**config.mk**
```make
export PLATFORM = sky130hd
export DESIGN_NAME = cpu_register_set
export DESIGN_NICKNAME = d
export VERILOG_FILES = /design/src/include/crs_pkg.sv /design/src/logic/cpu_register_set.sv
export VERILOG_INCLUDE_DIRS = /design/src /design/src/include
export SDC_FILE = /design/constraint.sdc
export NUM_CORES = 1
export LEC_CHECK = 0
export BUFFER_PORTS_ARGS = -buffer_cell sky130_fd_sc_hd__buf_2
export CAP_MARGIN = 10
export CORE_MARGIN = 1.5
export CORE_UTILIZATION = 45
export CTS_CLUSTER_SIZE = 16
export DETAILED_ROUTE_END_ITERATION = 8
export PLACE_DENSITY_LB_ADDON = 0.08
export RECOVER_POWER = 100
export SETUP_SLACK_MARGIN = 0.02
export SYNTH_ARGS = -nofsm -noshare
export SYNTH_HDL_FRONTEND = slang
export SYNTH_SLANG_ARGS = --single-unit
```
**constraint.sdc**
```tcl
create_clock -name i_clk -period 5.45 [get_ports i_clk]
set_input_delay 0.8175 -clock i_clk [delete_from_list [all_inputs] [get_ports i_clk]]
set_output_delay 0.8175 -clock i_clk [all_outputs]
set_load 0.02 [all_outputs]
```
**src/include/crs_defines.svh**
```systemverilog
`ifndef CRS_DEFINES_SVH
`define CRS_DEFINES_SVH
// condition flag bit positions
`define CRS_CC_C     0
`define CRS_CC_Z     1
`define CRS_CC_N     2
`define CRS_CC_I0    3
`define CRS_CC_H     4
`define CRS_CC_I1    5
// bits 7 and 6 always read one; undefined reset bits taken as zero
`define CRS_CC_FIXED 8'hC0
`define CRS_CC_RESET 8'hE8
// stack window
`define CRS_SP_RESET 16'h01FF
`define CRS_SP_PAGE  8'h01
`define CRS_SP_LOW   8'hFF
// context bytes per sequence, minus one
`define CRS_IRQ_LAST  3'h4
`define CRS_CALL_LAST 3'h1
`endif

```
**src/include/crs_pkg.sv**
```systemverilog
`default_nettype none
package crs_pkg;
  // operations issued by the decoder
  typedef enum logic [3:0] {
    OP_NOP, OP_WRITE, OP_ADD, OP_ARITH, OP_LOGIC, OP_SCF, OP_RCF,
    OP_CARRY, OP_MASK, OP_PUSH, OP_POP, OP_CALL, OP_RET, OP_IRQ,
    OP_INTERRUPT_RETURN_INSTRUCTION, OP_RSP
  } op_e;
  // register select for single writes, push and pop
  typedef enum logic [2:0] {
    SEL_A, SEL_X, SEL_Y, SEL_CC, SEL_SPL, SEL_PCL, SEL_PCH
  } sel_e;
  // multi-byte stack sequences
  typedef enum logic [2:0] {
    SEQ_IDLE, SEQ_IRQ, SEQ_CALL, SEQ_INTERRUPT_RETURN_INSTRUCTION, SEQ_RET
  } seq_e;
  typedef struct packed {
    logic [7:0]  acc;
    logic [7:0]  idx_x;
    logic [7:0]  idx_y;
    logic [7:0]  cc;
    logic [7:0]  sp_low;
    logic [15:0] pc;
    seq_e        seq;
    logic [2:0]  step;
    logic [15:0] target;
    logic [1:0]  isr_mask;
  } state_s;
endpackage
`default_nettype wire

```
**src/logic/cpu_register_set.sv**
```systemverilog
`include "crs_defines.svh"
`default_nettype none
module cpu_register_set (
  // clock, reset, enable
  input  wire logic         i_clk,
  input  wire logic         i_rst,
  input  wire logic         i_ce,
  // decoder and alu side
  input  wire crs_pkg::op_e  i_op,
  input  wire crs_pkg::sel_e i_sel,
  input  wire logic [7:0]   i_data,
  input  wire logic         i_carry,
  input  wire logic         i_half,
  input  wire logic [15:0]  i_target,
  input  wire logic [1:0]   i_isr_mask,
  output logic              o_busy,
  // stack memory side
  output logic [15:0]       o_stk_addr,
  output logic              o_stk_we,
  output logic              o_stk_re,
  output logic [7:0]        o_stk_wdata,
  input  wire logic [7:0]   i_stk_rdata,
  // register views
  output logic [7:0]        o_acc,
  output logic [7:0]        o_idx_x,
  output logic [7:0]        o_idx_y,
  output logic [15:0]       o_pc,
  output logic [7:0]        o_cc,
  output logic [15:0]       o_sp
);
  crs_pkg::state_s r;
  crs_pkg::state_s next_r;
  logic            idle;
  logic            take;

  // read one selected register
  function automatic logic [7:0] get_sel(crs_pkg::state_s s,
                                         crs_pkg::sel_e sel);
    unique case (sel)
      crs_pkg::SEL_A:   get_sel = s.acc;
      crs_pkg::SEL_X:   get_sel = s.idx_x;
      crs_pkg::SEL_Y:   get_sel = s.idx_y;
      crs_pkg::SEL_CC:  get_sel = s.cc;
      crs_pkg::SEL_SPL: get_sel = s.sp_low;
      crs_pkg::SEL_PCL: get_sel = s.pc[7:0];
      crs_pkg::SEL_PCH: get_sel = s.pc[15:8];
      default:          get_sel = 8'h00;
    endcase
  endfunction

  // write one selected register; flag bits 7,6 stay one
  function automatic crs_pkg::state_s put_sel(crs_pkg::state_s s,
                                              crs_pkg::sel_e sel,
                                              logic [7:0] d);
    put_sel = s;
    unique case (sel)
      crs_pkg::SEL_A:   put_sel.acc = d;
      crs_pkg::SEL_X:   put_sel.idx_x = d;
      crs_pkg::SEL_Y:   put_sel.idx_y = d;
      crs_pkg::SEL_CC:  put_sel.cc = d | `CRS_CC_FIXED;
      crs_pkg::SEL_SPL: put_sel.sp_low = d;
      crs_pkg::SEL_PCL: put_sel.pc[7:0] = d;
      crs_pkg::SEL_PCH: put_sel.pc[15:8] = d;
      default:          put_sel = s;
    endcase
  endfunction

  // which context byte a sequence step handles
  function automatic crs_pkg::sel_e seq_sel(crs_pkg::seq_e q,
                                            logic [2:0] st);
    logic [2:0] item;
    item = st;
    if (q == crs_pkg::SEQ_INTERRUPT_RETURN_INSTRUCTION) begin
      item = `CRS_IRQ_LAST - st;
    end else if (q == crs_pkg::SEQ_RET) begin
      item = `CRS_CALL_LAST - st;
    end
    unique case (item)
      3'h0:    seq_sel = crs_pkg::SEL_PCL;
      3'h1:    seq_sel = crs_pkg::SEL_PCH;
      3'h2:    seq_sel = crs_pkg::SEL_X;
      3'h3:    seq_sel = crs_pkg::SEL_A;
      default: seq_sel = crs_pkg::SEL_CC;
    endcase
  endfunction

  // result flags n and z from a result byte
  function automatic logic [7:0] nz(logic [7:0] cc, logic [7:0] d);
    nz = cc;
    nz[`CRS_CC_N] = d[7];
    nz[`CRS_CC_Z] = (d == 8'h00);
  endfunction

  assign idle = (r.seq == crs_pkg::SEQ_IDLE);
  assign take = i_ce && idle;
  assign o_busy = !idle;

  // stack strobes; upper address byte is the fixed page
  always_comb begin
    o_stk_we    = 1'b0;
    o_stk_re    = 1'b0;
    o_stk_addr  = {`CRS_SP_PAGE, r.sp_low};
    o_stk_wdata = 8'h00;
    unique case (r.seq)
      crs_pkg::SEQ_IDLE: begin
        if (take && i_op == crs_pkg::OP_PUSH) begin
          o_stk_we    = 1'b1;
          o_stk_wdata = get_sel(r, i_sel);
        end else if (take && i_op == crs_pkg::OP_POP) begin
          o_stk_re   = 1'b1;
          o_stk_addr = {`CRS_SP_PAGE, r.sp_low + 8'h01};
        end
      end
      crs_pkg::SEQ_IRQ, crs_pkg::SEQ_CALL: begin
        o_stk_we    = i_ce;
        o_stk_wdata = get_sel(r, seq_sel(r.seq, r.step));
      end
      crs_pkg::SEQ_INTERRUPT_RETURN_INSTRUCTION, crs_pkg::SEQ_RET: begin
        o_stk_re   = i_ce;
        o_stk_addr = {`CRS_SP_PAGE, r.sp_low + 8'h01};
      end
    endcase
  end

  // next state: idle operations and stack sequences
  always_comb begin
    next_r = r;
    if (i_ce) begin
      unique case (r.seq)
        crs_pkg::SEQ_IDLE: begin
          unique case (i_op)
            crs_pkg::OP_NOP: next_r = r;
            crs_pkg::OP_WRITE: next_r = put_sel(r, i_sel, i_data);
            crs_pkg::OP_ADD: begin
              next_r = put_sel(r, i_sel, i_data);
              next_r.cc = nz(next_r.cc, i_data);
              next_r.cc[`CRS_CC_H] = i_half;
              next_r.cc[`CRS_CC_C] = i_carry;
            end
            crs_pkg::OP_ARITH: begin
              next_r = put_sel(r, i_sel, i_data);
              next_r.cc = nz(next_r.cc, i_data);
              next_r.cc[`CRS_CC_C] = i_carry;
            end
            crs_pkg::OP_LOGIC: begin
              next_r = put_sel(r, i_sel, i_data);
              next_r.cc = nz(next_r.cc, i_data);
            end
            crs_pkg::OP_SCF: next_r.cc[`CRS_CC_C] = 1'b1;
            crs_pkg::OP_RCF: next_r.cc[`CRS_CC_C] = 1'b0;
            crs_pkg::OP_CARRY: next_r.cc[`CRS_CC_C] = i_carry;
            crs_pkg::OP_MASK: begin
              // i_isr_mask is {level high bit, level low bit}
              next_r.cc[`CRS_CC_I1] = i_isr_mask[1];
              next_r.cc[`CRS_CC_I0] = i_isr_mask[0];
            end
            crs_pkg::OP_PUSH: next_r.sp_low = r.sp_low - 8'h01;
            crs_pkg::OP_POP: begin
              next_r = put_sel(r, i_sel, i_stk_rdata);
              next_r.sp_low = r.sp_low + 8'h01;
            end
            crs_pkg::OP_CALL: begin
              next_r.seq    = crs_pkg::SEQ_CALL;
              next_r.step   = 3'h0;
              next_r.target = i_target;
            end
            crs_pkg::OP_RET: begin
              next_r.seq  = crs_pkg::SEQ_RET;
              next_r.step = 3'h0;
            end
            crs_pkg::OP_IRQ: begin
              // mask and vector caught now, applied after the pushes
              next_r.seq      = crs_pkg::SEQ_IRQ;
              next_r.step     = 3'h0;
              next_r.target   = i_target;
              next_r.isr_mask = i_isr_mask;
            end
            crs_pkg::OP_INTERRUPT_RETURN_INSTRUCTION: begin
              next_r.seq  = crs_pkg::SEQ_INTERRUPT_RETURN_INSTRUCTION;
              next_r.step = 3'h0;
            end
            crs_pkg::OP_RSP: next_r.sp_low = `CRS_SP_LOW;
          endcase
        end
        crs_pkg::SEQ_IRQ, crs_pkg::SEQ_CALL: begin
          next_r.sp_low = r.sp_low - 8'h01;
          next_r.step   = r.step + 3'h1;
          if (r.step == ((r.seq == crs_pkg::SEQ_IRQ) ?
                         `CRS_IRQ_LAST : `CRS_CALL_LAST)) begin
            next_r.seq = crs_pkg::SEQ_IDLE;
            next_r.pc  = r.target;
            if (r.seq == crs_pkg::SEQ_IRQ) begin
              next_r.cc[`CRS_CC_I1] = r.isr_mask[1];
              next_r.cc[`CRS_CC_I0] = r.isr_mask[0];
            end
          end
        end
        crs_pkg::SEQ_INTERRUPT_RETURN_INSTRUCTION, crs_pkg::SEQ_RET: begin
          next_r = put_sel(r, seq_sel(r.seq, r.step), i_stk_rdata);
          next_r.sp_low = r.sp_low + 8'h01;
          next_r.step   = r.step + 3'h1;
          if (r.step == ((r.seq == crs_pkg::SEQ_INTERRUPT_RETURN_INSTRUCTION) ?
                         `CRS_IRQ_LAST : `CRS_CALL_LAST)) begin
            next_r.seq = crs_pkg::SEQ_IDLE;
          end
        end
      endcase
    end
  end

  // state register; undefined flag bits reset to zero
  always_ff @(posedge i_clk) begin
    if (i_rst) begin
      r <= '{acc: 8'h00, idx_x: 8'h00, idx_y: 8'h00,
             cc: `CRS_CC_RESET, sp_low: `CRS_SP_LOW,
             pc: 16'h0000, seq: crs_pkg::SEQ_IDLE, step: 3'h0,
             target: 16'h0000, isr_mask: 2'h0};
    end else begin
      r <= next_r;
    end
  end

  // register views from flip-flops; stack pointer high byte is the fixed page
  assign o_acc   = r.acc;
  assign o_idx_x = r.idx_x;
  assign o_idx_y = r.idx_y;
  assign o_pc    = r.pc;
  assign o_cc    = r.cc;
  assign o_sp    = {`CRS_SP_PAGE, r.sp_low};
endmodule
`default_nettype wire

```
Word level (Yosys, flattened, before mapping)
Cells that the tools add are included.

Add/subtract/negate cells: 5. Equal/unequal tests: 76. Muxes and demuxes: 64. Reduce and logical (&&, ||, !) cells: 35.

Operator list (count): two-way mux 8 bit (22); one-hot mux 8 bit (7 select lines) (2); one-hot mux 26 bit (2 select lines) (2); one-hot mux 30 bit (3 select lines) (1); one-hot mux 16 bit (2 select lines) (2); AND reduction 6 bit (9); inequality test 3 x 2 -> 1 bit (second input constant) (17); equality test 3 x 2 -> 1 bit (second input constant) (12); two-way mux 3 bit (11); equality test 4 bit (second input constant) (8); one-hot mux 8 bit (4 select lines) (1); equality test 3 bit (second input constant) (9); one-hot mux 3 bit (4 select lines) (2); one-hot mux 6 bit (4 select lines) (1); two-way mux 19 bit (1); equality test 3 x 1 -> 1 bit (second input constant) (6); zero test 3 bit (6); equality test 4 x 3 -> 1 bit (second input constant) (4); one-hot mux 8 bit (2 select lines) (1); one-hot mux 1 bit (3 select lines) (5); inequality test 2 x 1 -> 1 bit (second input constant) (6); inequality test 4 x 2 -> 1 bit (second input constant) (3); AND reduction 3 bit (3); OR reduction 3 bit (3); 26 further kinds (43).

Register bits: 80. Input port bits: 46.

Logic depth before layout (Yosys ltp)
Depth after elaboration: 12. Mapped depth: 11. Depth with buffers taken out: 8.

Least setup slack after synthesis
Ideal clock, no wire load.

Kind: input to output. Start point: input port i_op[2]. End point: output port o_stk_addr[4]. Data arrival time: 2.521 ns. Slack: 2.112 ns. Stages on the path: 8. Cells stage by stage: buf_2 nand4bb_1 clkbuf_1 buf_2 buf_2 o21ai_1 nand2_1 xnor2_1.

Word-level cells in the longest chain between the ends: 5.

RTL lines: start: declaration (line cpu_register_set.sv:9) `input wire crs_pkg::op_e i_op,`; equality test 4 bit (line cpu_register_set.sv:109) `end else if (take && i_op == crs_pkg::OP_POP) begin`; logical AND 1 bit (line cpu_register_set.sv:109); two-way mux 8 bit (line cpu_register_set.sv:109); two-way mux 8 bit (*) (line cpu_register_set.sv:106) `if (take && i_op == crs_pkg::OP_PUSH) begin`; one-hot mux 16 bit (2 select lines) (*) (line cpu_register_set.sv:104) `unique case (r.seq)`; end: declaration (line cpu_register_set.sv:18) `output logic [15:0] o_stk_addr,`.

Every way passes the cells marked *; elsewhere a longest branch is shown, timed or not.

Worst setup path in the final report
Start point: register r[22] (netlist bit). End point: output port o_stk_wdata[3].

Word-level cells in the longest chain between the ends: 10.

RTL lines: start: declaration (line cpu_register_set.sv:31) `crs_pkg::state_s r;`; start signal: assignment (line cpu_register_set.sv:214) `r <= '{acc: 8'h00, idx_x: 8'h00, idx_y: 8'h00,`; start signal: assignment (line cpu_register_set.sv:219) `r <= next_r;`; equality test 3 bit (line cpu_register_set.sv:75) `end else if (q == crs_pkg::SEQ_RET) begin`; two-way mux 3 bit (line cpu_register_set.sv:75); two-way mux 3 bit (line cpu_register_set.sv:73) `if (q == crs_pkg::SEQ_INTERRUPT_RETURN_INSTRUCTION) begin`; two-way mux 3 bit (line cpu_register_set.sv:104); equality test 3 x 2 -> 1 bit (tied with other cells) (line cpu_register_set.sv:78) `unique case (item)`; one-hot mux 3 bit (4 select lines) (line cpu_register_set.sv:78); two-way mux 3 bit (line cpu_register_set.sv:104); equality test 3 bit (tied with other cells) (line cpu_register_set.sv:39) `unique case (sel)`; one-hot mux 8 bit (7 select lines) (line cpu_register_set.sv:39); one-hot mux 8 bit (2 select lines) (*) (line cpu_register_set.sv:104); end: declaration (line cpu_register_set.sv:21) `output logic [7:0] o_stk_wdata,`.

Every way passes the cells marked *; elsewhere a longest branch is shown, timed or not. The select of a mux whose other input is x is not followed.

==> impl_metrics.ini <==
[status]
outcome = completed

[synth]
seq_area_frac_synth_pct = 23.9
synth_compound_area_share_pct = 23.8
yosys.cell_types.count = 85
synth-main-ff-cell = sky130_fd_sc_hd__dfxtp_1
post_synth_and_or_nand_nor_area_fraction_pct = 21.0
synth_enable_flop_cells = 0
synth_seq_cells = 78
synth.avg_cell_area_um2 = 7.97
synth.area.mux_share_pct = 15.0
netlist_instances = 818
synth_adder_area_share_pct = 0.921
synth_xor_xnor_area_share_pct = 1.88
async_flop_share_pct = 0
total_standard_cell_area_after_synthesis_um2 = 6520
combinational_family_with_the_most_area_after_synthesis = compound AO/OA/AOI/OAI gates
yosysWarnings = 0

[global_route]
antenna_violations_before_repair = 0
via_count_of_the_first_global_routing_pass = 5780
first_pass_grt_wire_length_um = 33700
grtUsageTotal_pct = 29.4
pin_count_of_the_biggest_net_entering_global_routing = 76
globalRoute.totalOverflow = 0

[cts]
tritoncts_clock_tree = built
cts_num_sinks = 78
num_cts_buffers = 9
holdBufCountCts = 0
clock_path_buffers = 2
post_cts_buffers = 0
clk_latency_ns = 0.35
cts.root.buffer_cell = sky130_fd_sc_hd__clkbuf_16
cts_resized = 0
cts_htree_levels = 3
worst_setup_hold_path_clk_slew_ns = 0.07

[setup_path]
timing_worst_setup_path_type = flop to output pin
worst-r2r-setup-slack_ns = 1.58
setup.worst_path.start_class = flop
rr_worst_depth = 6
critical_path_peak_fanout = 28
critical_path.endpoint_type = output pin
worst-endpoint-arrival_ns = 3.75
required_ns = 4.63
rr_startpoint = r[23]
worst_r2r_endpoint = o_idx_x[6]

[sta]
clock_skew_ns = 0.00519
finalSetupTns_ns = 0
final_count_of_pins_violating_max_slew = 0
fmax_ghz = 0.219
layout_worst_path_cycle_share_pct = 83.8
rsz0062_at_grt = false
finalSetupViolCount = 0
slew_headroom_pct = 5.38
hold_viol = 0
final.min_clock_period_ns = 4.57
transition_time_at_the_pin_with_the_least_slew_margin_ns = 1.42

[routing]
route.final.wire_length_um = 22400
viasPerCell = 6.25
drtIter0Drc = 677
wl_per_cell_um = 22.0
detail_route.first_pass.iterations = 5
ant_nets = 0
post-route-drc-count = 0
vias = 6359

[die]
rows = 43
die_y_um = 123
ioPinCount = 137
dieArea_um2 = 15200
core-area_um2 = 14000
initial_utilization_pct = 46.6
floorplan.die.width_um = 123

[pwr]
power.ir.vdd_worst_v = 0.000140
p_leak_uw = 0.00267
power.density_cell_area_nw_per_um2 = 260
total_power_uw = 1760

[final_layout]
layout_commonest_cell = sky130_fd_sc_hd__nor2_1
layout-drive-gt1-share_pct = 13.1
finalCoreUtilization_pct = 48.4
area_of_the_multi_input_gates_um2 = 4100
final_design_area_no_fill_um2 = 6770
antenna-diode-count = 0
nets_final = 883
fill_cells = 1435
regArea_um2 = 1560
layout_overhead_on_the_synthesized_area_pct = 3.82
layout.cells.most_common_list = 81 x sky130_fd_sc_hd__nor2_1, 78 x sky130_fd_sc_hd__dfxtp_1, 71 x sky130_fd_sc_hd__clkbuf_1, 70 x sky130_fd_sc_hd__nand2_1, 66 x sky130_fd_sc_hd__mux2i_1

[flow_run]
maximum_capacitance_violations = 0

[hold_path]
whs_endpoint = r[0]
holdCritPathClass = flop to flop
hold_depth = 2
worstHoldStart = r[0]

[placement]
hpwlAfterDp_um = 16300
placed_area_um2 = 6630
port_buffers = 118
gpl.final_weighted_congestion = 0.990
==> critical path, cell delays in order (launching register included) <==
cell and delay (ns):
sky130_fd_sc_hd__dfxtp_1 0.58, sky130_fd_sc_hd__nor3_1 1.08, sky130_fd_sc_hd__nand2_2 0.28, sky130_fd_sc_hd__a311oi_2 0.75, sky130_fd_sc_hd__o211ai_1 0.23, sky130_fd_sc_hd__o21ai_0 0.12
sky130_fd_sc_hd__and3_1 0.18, sky130_fd_sc_hd__buf_2 0.17
==> power breakdown <==
part           switching (uW)  internal (uW)  total (uW)
clock                     281            319         600
combinational             315            175         490
sequential               69.7            602         672
total                     666           1100        1760
==> layer usage <==
metal / wire length (um) / global-route usage, % / up-vias
met2: 9740 / 44.0 / 295
met3: 1800 / 6.13 / 42
met1: 10300 / 41.5 / 3080
met4: 548 / 11.1 / 0
met5: 0 / 0 / -
li1: - / - / 2942
==> final cells by class <==
class                      instances  area share (%)
tap                              180            3.33
sequential                        78            23.1
inverter                          10           0.554
clock inverter                     7           0.905
clock buffer                       9            3.33
multi-input combinational        608            60.6
timing repair buffer             126            8.22
==> state kept, by name (all words and copies together) (netlist names) <==
register  cells
o_sp          8
o_cc          6
o_acc         8
o_idx_x       8
o_pc         16
o_idx_y       8
r            24
==> how the worst max path moves through the flow <==
stage / startpoint / to / slack (ns) / depth (start not counted)
after floorplan: i_op[2] / o_stk_addr[4] / 2.11 / 8
after global placement: i_op[0] / o_stk_wdata[3] / 1.63 / 7
after detailed placement: i_op[0] / o_stk_wdata[3] / 1.54 / 7
after CTS: r[23] / o_stk_wdata[1] / 1.46 / 7
after global routing: r[22] / o_stk_wdata[3] / 0.64 / 7
final: r[22] / o_stk_wdata[3] / 0.88 / 7
==> stage by stage <==
step	instances	worst slack, ns	hold WS (ns)
global route	1018	0.644	0.541
finish	1018	0.884	0.504
global placement	1002	1.63	0.481
detailed placement	1002	1.54	0.490
CTS	1018	1.46	0.505
floorplan	834	2.11	0.455
==> cell usage after synthesis (6+ instances only) <==
cell,n,area [um^2]
sky130_fd_sc_hd__nor2_1,81,304
sky130_fd_sc_hd__dfxtp_1,78,1560
sky130_fd_sc_hd__buf_4,75,563
sky130_fd_sc_hd__nand2_1,70,263
sky130_fd_sc_hd__mux2i_1,66,661
sky130_fd_sc_hd__o21ai_0,56,280
sky130_fd_sc_hd__a21oi_1,37,185
sky130_fd_sc_hd__clkbuf_1,32,120
sky130_fd_sc_hd__buf_2,21,105
sky130_fd_sc_hd__nor2b_1,16,100
sky130_fd_sc_hd__or3_1,13,81.3
sky130_fd_sc_hd__xnor2_1,13,114
sky130_fd_sc_hd__a221o_1,11,110
sky130_fd_sc_hd__nand3_1,11,55.1
sky130_fd_sc_hd__nor3_1,11,55.1
sky130_fd_sc_hd__a211o_1,10,87.6
sky130_fd_sc_hd__and2_1,10,62.6
sky130_fd_sc_hd__mux2_2,10,113
sky130_fd_sc_hd__a211oi_1,9,67.6
sky130_fd_sc_hd__a221oi_1,9,78.8
sky130_fd_sc_hd__buf_1,9,33.8
sky130_fd_sc_hd__inv_1,9,33.8
sky130_fd_sc_hd__mux4_2,9,203
sky130_fd_sc_hd__nand2b_1,9,56.3
sky130_fd_sc_hd__a21o_1,8,60.1
sky130_fd_sc_hd__a32o_1,7,70.1
sky130_fd_sc_hd__o211ai_1,7,52.6
sky130_fd_sc_hd__o221ai_1,7,61.3
sky130_fd_sc_hd__o31ai_1,7,52.6
sky130_fd_sc_hd__and3_1,6,37.5
sky130_fd_sc_hd__o22ai_1,6,37.5
==> cells by family after synthesis <==
family,Yosys count
xor gates and xnor gates,14
other,2
AOI/OAI and AO/OA,219
muxes,85
DFF,78
adders and majority gates,5
and+or+nand+nor,267
buffers and inverters,148
No activity file was read; power rests on OpenSTA's default activity.
